<file path="src/rmrc_pkg.sv">
// constants for the reset manager and regulator control block
// assumes one 100 MHz clock; all counts are in clk_sys cycles except SEC_CNT, which counts secondary-clock ticks
package rmrc_pkg;
   localparam int CLK_MHZ      = 100;
   // reset release: source-clock cycles, then secondary-clock ticks
   localparam int MAIN_CNT     = 2048;
   localparam int SEC_CNT      = 8;
   // secondary clock is a divided enable of the source clock
   localparam int SEC_DIV      = 4;
   // least low time of the reset pin, done by the board, not checked
   localparam int PIN_MIN_NS   = 1000;
   localparam int PIN_MIN_CYC  = (PIN_MIN_NS * CLK_MHZ + 999) / 1000;
   // clock_flag_reg bit positions
   localparam int FLG_SOFT     = 0;
   localparam int FLG_WDG      = 1;
   localparam int FLG_WAKE     = 2;
   localparam int FLG_RTC      = 3;
   localparam int FLG_W        = 4;
   localparam logic [FLG_W-1:0] FLAGS_RST = 4'h0;
   // reset vector address loaded into the program counter
   localparam logic [31:0] RESET_VECTOR = 32'h0000_0000;
   // clock frequency limit when the main regulator is off
   localparam int LP_MAX_KHZ   = 1000;
   typedef enum logic [1:0] {
      RMRC_RUN,
      RMRC_HOLD,
      RMRC_MAIN,
      RMRC_SEC
   } rmrc_state_t;
endpackage : rmrc_pkg

</file>
<file path="src/rmrc_top.sv">
// reset manager and regulator control: gathers reset sources,
// records the cause, times the release, drives regulator enables
// assumes pins are asynchronous; control bits come from same-clock logic
//
// What this block does
// RULE1 - pin low starts reset without clock
// RULE2 - soft reset only when both enables set
// RULE3 - undervoltage detector forces reset
// RULE4 - watchdog expiry forces reset
// RULE5 - wake pin in standby forces reset
// RULE6 - rtc alarm in standby forces reset
// RULE7 - flag the cause of last reset
// RULE8 - pin or undervoltage reset clears flags
// RULE9 - pin reset overrides every other condition
// RULE10 - registers and pins take reset values
// RULE11 - release after 2048 plus 8 cycles
// RULE12 - release may take one extra cycle
// RULE13 - load program counter from reset vector
// RULE14 - board holds pin low at least 1us
// RULE15 - main regulator off in standby
// RULE16 - main regulator off in wait if enabled
// RULE17 - pll disabled while main regulator off
// RULE18 - stable bit only when regulator settled
// RULE19 - software may bypass low power regulator
// RULE20 - main undervoltage detector never disabled
// RULE21 - reset released synchronously to source clock
`timescale 1ns/1ps
module rmrc_top
   import rmrc_pkg::*;
#(
   parameter int MAIN_CYCLES = MAIN_CNT,
   parameter int SEC_CYCLES  = SEC_CNT,
   parameter int SEC_DIVIDE  = SEC_DIV
) (
   input  wire logic              clk_sys,
   input  wire logic              rst,
   input  wire logic              ext_reset_pin_n,
   input  wire logic              undervoltage_detector,
   input  wire logic              wake_pin,
   input  wire logic              rtc_alarm,
   input  wire logic              soft_reset_trigger,
   input  wire logic              soft_reset_allow,
   input  wire logic              halt_trigger_enable,
   input  wire logic              watchdog_expire,
   input  wire logic              standby_mode,
   input  wire logic              wfi_mode,
   input  wire logic              low_power_regulator_on_wait,
   input  wire logic              pll_enable_req,
   input  wire logic              regulator_settled,
   input  wire logic              backup_supply_present,
   input  wire logic              lp_regulator_off_req,
   input  wire logic [FLG_W-1:0]  flag_clear,
   output logic                   sys_reset,
   output logic                   io_reset_config,
   output logic                   pc_load,
   output logic [31:0]            pc_value,
   output logic [FLG_W-1:0]       clock_flag_reg,
   output logic                   main_regulator_on,
   output logic                   lp_regulator_on,
   output logic                   lp_detector_enable,
   output logic                   main_detector_enable,
   output logic                   pll_enable,
   output logic                   main_regulator_stable
);
   ////////////////////////////////////////////////////////////////
   // pin reset path
   // RULE1 async start
   // pin low resets the sequencer at once, no clock needed
   logic pin_rst;
   assign pin_rst = rst | ~ext_reset_pin_n;

   // synchronisers; first stage feeds only the second
   logic pin_s1_q, pin_s2_q;
   logic lvd_s1_q, lvd_s2_q;
   logic wak_s1_q, wak_s2_q;
   logic rtc_s1_q, rtc_s2_q;
   logic set_s1_q, set_s2_q;

   // RULE12 sync delay
   // the pin is seen high only after two edges, so release
   // may slip one source-clock period with pin phase
   always_ff @(posedge clk_sys or posedge pin_rst) begin
      if (pin_rst) begin
         pin_s1_q <= 1'b0;
         pin_s2_q <= 1'b0;
      end else begin
         pin_s1_q <= 1'b1;
         pin_s2_q <= pin_s1_q;
      end
   end

   always_ff @(posedge clk_sys or posedge rst) begin
      if (rst) begin
         lvd_s1_q <= 1'b0;
         lvd_s2_q <= 1'b0;
         wak_s1_q <= 1'b0;
         wak_s2_q <= 1'b0;
         rtc_s1_q <= 1'b0;
         rtc_s2_q <= 1'b0;
         set_s1_q <= 1'b0;
         set_s2_q <= 1'b0;
      end else begin
         lvd_s1_q <= undervoltage_detector;
         lvd_s2_q <= lvd_s1_q;
         wak_s1_q <= wake_pin;
         wak_s2_q <= wak_s1_q;
         rtc_s1_q <= rtc_alarm;
         rtc_s2_q <= rtc_s1_q;
         set_s1_q <= regulator_settled;
         set_s2_q <= set_s1_q;
      end
   end

   ////////////////////////////////////////////////////////////////
   // reset sources
   logic soft_req, wdg_req, wake_req, rtc_req, any_req, src_lvl;
   // RULE2 soft gate
   assign soft_req = soft_reset_trigger & soft_reset_allow
                     & halt_trigger_enable;
   // RULE4 watchdog source
   assign wdg_req  = watchdog_expire;
   // RULE5 wake in standby
   assign wake_req = standby_mode & wak_s2_q;
   // RULE6 alarm in standby
   assign rtc_req  = standby_mode & rtc_s2_q;
   // RULE3 undervoltage source
   // RULE20 detector always on
   // the main detector enable is tied high; its output always counts
   assign any_req  = lvd_s2_q | soft_req | wdg_req | wake_req | rtc_req;
   // level sources keep the sequencer held until they go away
   // RULE9 pin overrides
   assign src_lvl  = ~pin_s2_q | lvd_s2_q;

   ////////////////////////////////////////////////////////////////
   // release sequencer
   localparam int CW = $clog2(MAIN_CYCLES + 1);
   localparam int DW = $clog2(SEC_DIVIDE + 1);
   localparam logic [CW-1:0] MAIN_LAST = CW'(MAIN_CYCLES - 1);
   localparam logic [CW-1:0] SEC_LAST  = CW'(SEC_CYCLES - 1);
   localparam logic [DW-1:0] DIV_LAST  = DW'(SEC_DIVIDE - 1);

   rmrc_state_t state_q, state_d;
   logic [CW-1:0] cnt_q, cnt_d;
   logic [DW-1:0] div_q;
   logic          sec_en;
   logic          sys_reset_q;
   logic          pc_load_q;

   // secondary clock as a one-cycle enable
   assign sec_en = (div_q == DIV_LAST);

   always_ff @(posedge clk_sys or posedge pin_rst) begin
      if (pin_rst) begin
         div_q <= '0;
      end else if (sec_en) begin
         div_q <= '0;
      end else begin
         div_q <= div_q + DW'(1);
      end
   end

   always_comb begin
      state_d = state_q;
      cnt_d   = cnt_q;
      case (state_q)
         RMRC_RUN: begin
            if (any_req) begin
               state_d = RMRC_HOLD;
            end
         end
         RMRC_HOLD: begin
            cnt_d = '0;
            if (!src_lvl) begin
               state_d = RMRC_MAIN;
            end
         end
         // RULE11 main count
         RMRC_MAIN: begin
            cnt_d = cnt_q + CW'(1);
            if (src_lvl) begin
               state_d = RMRC_HOLD;
            end else if (cnt_q == MAIN_LAST) begin
               state_d = RMRC_SEC;
               cnt_d   = '0;
            end
         end
         // RULE11 secondary count
         RMRC_SEC: begin
            if (src_lvl) begin
               state_d = RMRC_HOLD;
            end else if (sec_en) begin
               cnt_d = cnt_q + CW'(1);
               if (cnt_q == SEC_LAST) begin
                  state_d = RMRC_RUN;
               end
            end
         end
         default: begin
            state_d = RMRC_HOLD;
         end
      endcase
   end

   // RULE21 sync release
   // asserted asynchronously by the pin, on a clock edge by other sources, released only on a clock edge
   always_ff @(posedge clk_sys or posedge pin_rst) begin
      if (pin_rst) begin
         state_q     <= RMRC_HOLD;
         cnt_q       <= '0;
         sys_reset_q <= 1'b1;
         pc_load_q   <= 1'b0;
      end else begin
         state_q     <= state_d;
         cnt_q       <= cnt_d;
         sys_reset_q <= (state_d != RMRC_RUN);
         pc_load_q   <= (state_q == RMRC_SEC) && (state_d == RMRC_RUN);
      end
   end

   // RULE10 reset config
   // io and register resets follow the held system reset
   assign sys_reset       = sys_reset_q;
   assign io_reset_config = sys_reset_q;
   // RULE13 reset vector
   assign pc_load         = pc_load_q;
   assign pc_value        = RESET_VECTOR;

   ////////////////////////////////////////////////////////////////
   // cause flags
   logic [FLG_W-1:0] flags_q, flags_d, cause;
   logic             take;
   assign take = (state_q == RMRC_RUN) && any_req && !lvd_s2_q;
   always_comb begin
      cause = '0;
      cause[FLG_SOFT] = soft_req;
      cause[FLG_WDG]  = wdg_req;
      cause[FLG_WAKE] = wake_req;
      cause[FLG_RTC]  = rtc_req;
   end
   // RULE7 cause flag
   // RULE8 clear on lvd
   // a new cause wins over a software clear in the same cycle
   assign flags_d = lvd_s2_q ? FLAGS_RST
                  : take     ? cause
                  : (flags_q & ~flag_clear);

   // pin reset clears every flag asynchronously
   always_ff @(posedge clk_sys or posedge pin_rst) begin
      if (pin_rst) begin
         flags_q <= FLAGS_RST;
      end else begin
         flags_q <= flags_d;
      end
   end
   assign clock_flag_reg = flags_q;

   ////////////////////////////////////////////////////////////////
   // regulator control
   logic main_on, stable_q;
   // RULE15 standby off
   // RULE16 wait off
   assign main_on = ~standby_mode & ~(wfi_mode & low_power_regulator_on_wait);
   assign main_regulator_on = main_on;
   // RULE17 pll off
   // low power supply cannot feed pll speed; limit is 1 MHz
   assign pll_enable = main_on & pll_enable_req;
   // RULE19 lp bypass
   assign lp_regulator_on = ~(lp_regulator_off_req & backup_supply_present);
   // lp detector may go off only with its regulator
   assign lp_detector_enable   = lp_regulator_on;
   // RULE20 detector enable
   assign main_detector_enable = 1'b1;

   // RULE18 stable flag
   always_ff @(posedge clk_sys or posedge rst) begin
      if (rst) begin
         stable_q <= 1'b0;
      end else begin
         stable_q <= set_s2_q & main_on;
      end
   end
   assign main_regulator_stable = stable_q;

   ////////////////////////////////////////////////////////////////
   // checks
   pin_override_a: assert property (@(posedge clk_sys) disable iff (rst) // RULE9
      !pin_s2_q |-> sys_reset_q)
      else $error("pin low but system reset not held");
   soft_gate_a: assert property (@(posedge clk_sys) disable iff (rst) // RULE2
      (state_q == RMRC_RUN && soft_reset_trigger && !(soft_reset_allow && halt_trigger_enable)
       && !lvd_s2_q && !wdg_req && !wake_req && !rtc_req && pin_s2_q)
      |=> !sys_reset_q)
      else $error("soft reset taken without allow bit");
   lvd_reset_a: assert property (@(posedge clk_sys) disable iff (rst) // RULE3
      lvd_s2_q |=> sys_reset_q && flags_q == FLAGS_RST)
      else $error("undervoltage did not reset or clear flags");
   wdg_flag_a: assert property (@(posedge clk_sys) disable iff (rst) // RULE4
      (state_q == RMRC_RUN && wdg_req && !lvd_s2_q && pin_s2_q)
      |=> sys_reset_q && flags_q[FLG_WDG])
      else $error("watchdog reset not taken or not flagged");
   wake_rst_a: assert property (@(posedge clk_sys) disable iff (rst) // RULE5
      (state_q == RMRC_RUN && wake_req && !lvd_s2_q && pin_s2_q)
      |=> sys_reset_q && flags_q[FLG_WAKE])
      else $error("standby wake did not reset");
   rtc_rst_a: assert property (@(posedge clk_sys) disable iff (rst) // RULE6
      (state_q == RMRC_RUN && standby_mode && rtc_s2_q && !lvd_s2_q && pin_s2_q)
      |=> sys_reset_q && flags_q[FLG_RTC])
      else $error("standby alarm did not reset or not flagged");
   main_count_a: assert property (@(posedge clk_sys) disable iff (rst) // RULE11
      (state_q == RMRC_MAIN && state_d == RMRC_SEC) |-> cnt_q == MAIN_LAST)
      else $error("main release count wrong");
   pc_load_a: assert property (@(posedge clk_sys) disable iff (rst) // RULE13
      pc_load |-> $past(state_q) == RMRC_SEC && !sys_reset_q
      && pc_value == RESET_VECTOR)
      else $error("program counter load out of place");
   standby_off_a: assert property (@(posedge clk_sys) disable iff (rst) // RULE15
      standby_mode |-> !main_regulator_on && !pll_enable)
      else $error("main regulator on in standby");
   pll_off_a: assert property (@(posedge clk_sys) disable iff (rst) // RULE17
      !main_regulator_on |-> !pll_enable)
      else $error("pll on with main regulator off");
   stable_a: assert property (@(posedge clk_sys) disable iff (rst) // RULE18
      !main_regulator_on |=> !main_regulator_stable)
      else $error("stable bit with regulator off");
   soft_flag_a: assert property (@(posedge clk_sys) disable iff (rst) // RULE7
      (state_q == RMRC_RUN && soft_req && !lvd_s2_q && pin_s2_q)
      |=> sys_reset_q && flags_q[FLG_SOFT])
      else $error("soft reset not taken or not flagged");
   reset_hold_a: assert property (@(posedge clk_sys) disable iff (rst) // RULE10
      state_q != RMRC_RUN |-> sys_reset && io_reset_config)
      else $error("system or io reset dropped before release");
   pin_sync_a: assert property (@(posedge clk_sys) disable iff (rst) // RULE12
      $rose(pin_s2_q) |-> sys_reset_q && state_q == RMRC_HOLD)
      else $error("count started before pin seen high");
   wait_off_a: assert property (@(posedge clk_sys) disable iff (rst) // RULE16
      wfi_mode && low_power_regulator_on_wait |-> !main_regulator_on && !pll_enable)
      else $error("main regulator on in low power wait");
   lp_bypass_a: assert property (@(posedge clk_sys) disable iff (rst) // RULE19
      !backup_supply_present |-> lp_regulator_on && lp_detector_enable)
      else $error("low power regulator off without backup supply");
   sync_release_a: assert property (@(posedge clk_sys) disable iff (rst) // RULE21
      $fell(sys_reset_q) |-> $past(state_q) == RMRC_SEC && $past(sec_en)
      && $past(cnt_q) == SEC_LAST)
      else $error("system reset released off a secondary tick");
endmodule : rmrc_top

</file>
<file path="config.mk">
export PLATFORM = sky130hd
export DESIGN_NAME = rmrc_top
export DESIGN_NICKNAME = d
export VERILOG_FILES = /design/src/rmrc_pkg.sv /design/src/rmrc_top.sv
export SDC_FILE = /design/constraint.sdc
export NUM_CORES = 1
export LEC_CHECK = 0
export BUFFER_PORTS_ARGS = -buffer_cell sky130_fd_sc_hd__clkbuf_2
export CORE_UTILIZATION = 44
export CTS_CLUSTER_SIZE = 24
export DETAILED_ROUTE_END_ITERATION = 12
export HOLD_SLACK_MARGIN = 0.06
export PLACE_DENSITY = 0.75
export SLEW_MARGIN = 20
export SYNTH_ARGS = -nofsm -noshare
export SYNTH_HDL_FRONTEND = slang
export SYNTH_SLANG_ARGS = --single-unit
</file>
<file path="constraint.sdc">
create_clock -name clk_sys -period 1.6 [get_ports clk_sys]
set_input_delay 0.24 -clock clk_sys [delete_from_list [all_inputs] [get_ports clk_sys]]
set_output_delay 0.24 -clock clk_sys [all_outputs]
set_load 0.02 [all_outputs]
</file>
==> results.rst <==
.. list-table::
   :header-rows: 1

   * - Metric
     - Value
   * - Area Overhead vs Synth
     - 25.2%
   * - Relative contribution of combinational cells to total power
     - 0.147
   * - Crit Path Max Fanout
     - 5
   * - Total of flip-flops plus latches after synthesis
     - 34
   * - Final instance area
     - 0.00231 mm^2
   * - Pwr/cell area
     - 856 mW/mm^2
   * - Required time worst endpoint
     - 1800 ps
   * - Hold crit path type
     - input port to flip-flop
   * - Endpoint arrival time on the critical path
     - 1860 ps
   * - Number of different library cells in the post-synthesis netlist
     - 48
   * - Share of cells above drive strength 1
     - 0.354
   * - CP Depth
     - 5
   * - Average detailed-routed wire length per instance
     - 13.4 um
   * - Count of unresolved DRC violations after routing
     - 0
   * - Number of ports placed on the die boundary
     - 66
   * - Buffer depth of the longest clock path
     - 2
   * - Sequential cell fraction of total power
     - 0.455
   * - Number of nets at the end of the flow
     - 265
   * - Starting density of the core
     - 0.461
   * - Sequential cell area
     - 855 um^2
   * - First DRT Iteration DRCs
     - 136
   * - Most common cell after layout, fill and taps aside
     - sky130_fd_sc_hd__conb_1
   * - Run status
     - finished with violations
   * - Initial antenna violation count
     - 0
   * - Cell with the largest stage delay on the worst path
     - sky130_fd_sc_hd__or4_1
   * - Proportion of register bits with asynchronous set or reset after synthesis
     - 1.00
   * - Series of cell instances along the critical path
     - ha_2, and4bb_4, o211ai_4, or4_1, a22oi_1
   * - Final critical path time including I/O delays and setup
     - 1660 ps
   * - Leading cell types in the layout, fill and taps excluded
     - sky130_fd_sc_hd__conb_1 (34), sky130_fd_sc_hd__clkbuf_2 (32), sky130_fd_sc_hd__dfrtp_1 (31), sky130_fd_sc_hd__buf_4 (24), sky130_fd_sc_hd__nand2_1 (13)
   * - Total Die Area
     - 0.00446 mm^2
   * - Number of port buffers
     - 32
   * - Clock transition at the registers of the reported paths
     - 70 ps
   * - Clk sinks
     - 34
   * - Via count of the first global-routing pass
     - 1360
   * - Post-place setup slack
     - -29.5 ps
   * - Final core area utilization
     - 0.578
   * - Post-layout instance count excluding filler cells
     - 293
   * - Number of enable-type register cells in the synthesized netlist
     - 0
   * - Startpoint of the worst setup timing path
     - div_q[0]
   * - Count of vias placed by the detailed router
     - 1516
   * - Worst reg2reg path startpoint
     - div_q[0]
   * - Floorplan die width
     - 66.8 um
   * - GRT Total Usage
     - 0.187
   * - P_int
     - 1.45 mW
   * - Total net switching power
     - 0.529 mW
   * - Number of endpoints with negative hold slack in the final report
     - 0
   * - Routed wire length
     - 3920 um
   * - Buffering stage count on the worst path with inverters included
     - 0
   * - CP Launch Type
     - flip-flop
   * - Half-perimeter wire length of the detailed placement result
     - 2640 um
   * - Aggregate global routing overflow
     - 0
   * - Final weighted congestion of routability-driven global placement
     - 0.821
   * - Cells after DPL
     - 277
   * - Maximum level of the CTS H-tree
     - 2
   * - Cell row count
     - 23
   * - Seq/Total Area, Yosys
     - 0.462
   * - Syn Area/Cell
     - 10.3 um^2
   * - Classification of the worst setup path
     - flip-flop to flip-flop
   * - Layout filler cell count
     - 345
   * - Fmax
     - 601 MHz
   * - Unrepaired setup endpoints after global routing
     - yes
   * - Final setup violating endpoints
     - 3
   * - Static leakage
     - 1.08 nW
   * - Clock group share of total power
     - 0.398
   * - Synthesized instance count
     - 179
   * - Setup slack of the most critical reg-to-reg path
     - -60 ps
   * - Longest individual stage delay on the worst path
     - 490 ps
   * - Post-Route Setup TNS
     - -143 ps
   * - Share of the cycle needed by the critical path after routing
     - 1.04
   * - Antenna Diode Count
     - 0
   * - First-pass GRT wire length
     - 6150 um
   * - Root buffer selected by CTS
     - sky130_fd_sc_hd__clkbuf_8
   * - TritonCTS clock tree
     - built
   * - Pin count of the biggest net entering global routing
     - 26
   * - Capture point of the critical path
     - cnt_q[11]
   * - Top flip-flop cell by instance count after synthesis
     - sky130_fd_sc_hd__dfrtp_1
   * - Footprint of the multi-input gates
     - 865 um^2
   * - Max-cap viol count
     - 0
   * - Via density per instance
     - 5.17
   * - Maximum clock skew at final layout
     - 4.29 ps
   * - Max IR drop VDD
     - 0.000479 V
   * - Clk Latency, worst-skew pair
     - 290 ps
   * - Die height
     - 66.8 um
   * - Flip-flop count of the largest register, all copies and words added
     - 12
   * - Post-place instance area
     - 0.00207 mm^2
   * - Yosys synthesis warning count
     - 0
   * - Switching part of the total
     - 0.267
   * - Core ar.
     - 0.00400 mm^2
   * - Final antenna-violating net count
     - 0
   * - Count of TritonRoute iterations in the first routing pass
     - 5
   * - Reg-to-reg critical path endpoint
     - cnt_q[11]
   * - Violated checks
     - setup timing
   * - Worst Reg2Reg Path Length in Cells
     - 5
   * - PnR worst setup slack
     - -64.5 ps
   * - Cell class contributing the biggest share of worst-path delay
     - simple AND/OR/NAND/NOR gates
   * - Cell area after synthesis
     - 0.00185 mm^2
   * - CTS buffer count
     - 5
   * - Critical Path Sink Type
     - flip-flop
   * - Slew Limit Fails
     - 0
## power groups by stage
| stage | Sequential, mW | Combinational [mW] | Clock [mW] |
|---|---|---|---|
| finish | 0.900 | 0.291 | 0.788 |
| global route | 0.902 | 0.320 | 0.837 |
| CTS | 0.899 | 0.280 | 0.798 |
| detailed placement | 0.915 | 0.261 | 0 |
| global placement | 0.913 | 0.259 | 0 |
| floorplan | 0.921 | 0.235 | 0 |
## per-stage QoR
stage	power [mW]	hold slack (ps)
2_1_floorplan	1.16	67.9
3_3_place_gp	1.17	201
3_5_place_dp	1.18	217
4_1_cts	1.98	206
5_1_grt	2.06	218
6_report	1.98	208
## layout make-up
type	count	share of cell area
Inverter	4	0.00650
Clock buffer	5	0.0298
Multi-Input combinational cell	135	0.374
Tap cell	50	0.0271
Timing Repair Buffer	62	0.173
Sequential cell	34	0.370
Clock inverter	3	0.0195
## cell families after synthesis
kind of cell	after synthesis	share of synthesized area
AOI/OAI and AO/OA	35	0.145
adders and majority gates	2	0.0136
buffers and inverters	42	0.162
DFF	34	0.462
muxes	2	0.0115
other	2	0.00407
and+or+nand+nor	62	0.201
## repair_timing
action | 4_1_cts | 5_1_grt
resized for setup | 3 | 9
hold buffers | 6 | 0
pin swaps | 3 | 6
setup buffers | 1 | 1
setup endpoints to repair | 4 | 12
endpoints found under the hold margin | 18 | 0
## tightest hold or removal path: stages
cell                       delay (ps)
sky130_fd_sc_hd__clkbuf_2          70
sky130_fd_sc_hd__or3b_2            90
sky130_fd_sc_hd__a21oi_1           60
## metal layers
layer / vias to the layer above / track usage / wire, um
met5: - / 0 / 0
met4: 0 / 0.0798 / 68
met3: 9 / 0.0360 / 229
met2: 74 / 0.301 / 1980
met1: 740 / 0.244 / 1640
li1: 693 / - / -
## Yosys cell counts (all sizes together), types with 2 or more instances
master / instances / area, um^2
a21boi: 3 / 22.5
a21oi: 6 / 30.0
a22oi: 3 / 22.5
a31oi: 2 / 18.8
and2: 3 / 18.8
and3b: 2 / 17.5
and4: 2 / 17.5
buf: 38 / 284
conb: 2 / 7.51
dfrtp: 32 / 801
dfstp: 2 / 52.6
ha: 2 / 25.0
inv: 4 / 15.0
nand2: 15 / 56.3
nand2b: 2 / 12.5
nand3: 8 / 45.0
nand4: 3 / 18.8
nand4b: 2 / 17.5
nor2: 7 / 26.3
nor2b: 2 / 12.5
o211ai: 4 / 43.8
o21ai: 8 / 43.8
o22a: 2 / 17.5
o31ai: 5 / 51.3
or3: 2 / 12.5
or3b: 2 / 17.5
or4: 4 / 30.0
## worst min-delay path by stage
stage                             start                 to  slack, ps  cells past startpoint
final                     flag_clear[2]  clock_flag_reg[2]        210                      3
after global routing      flag_clear[2]  clock_flag_reg[2]        220                      3
after CTS                 flag_clear[2]  clock_flag_reg[2]        210                      3
after detailed placement            rst           set_s2_q        220                      2
after global placement              rst           set_s1_q        200                      2
after floorplan                     rst           lvd_s1_q         70                      1
(Power assumes the default switching activity.)
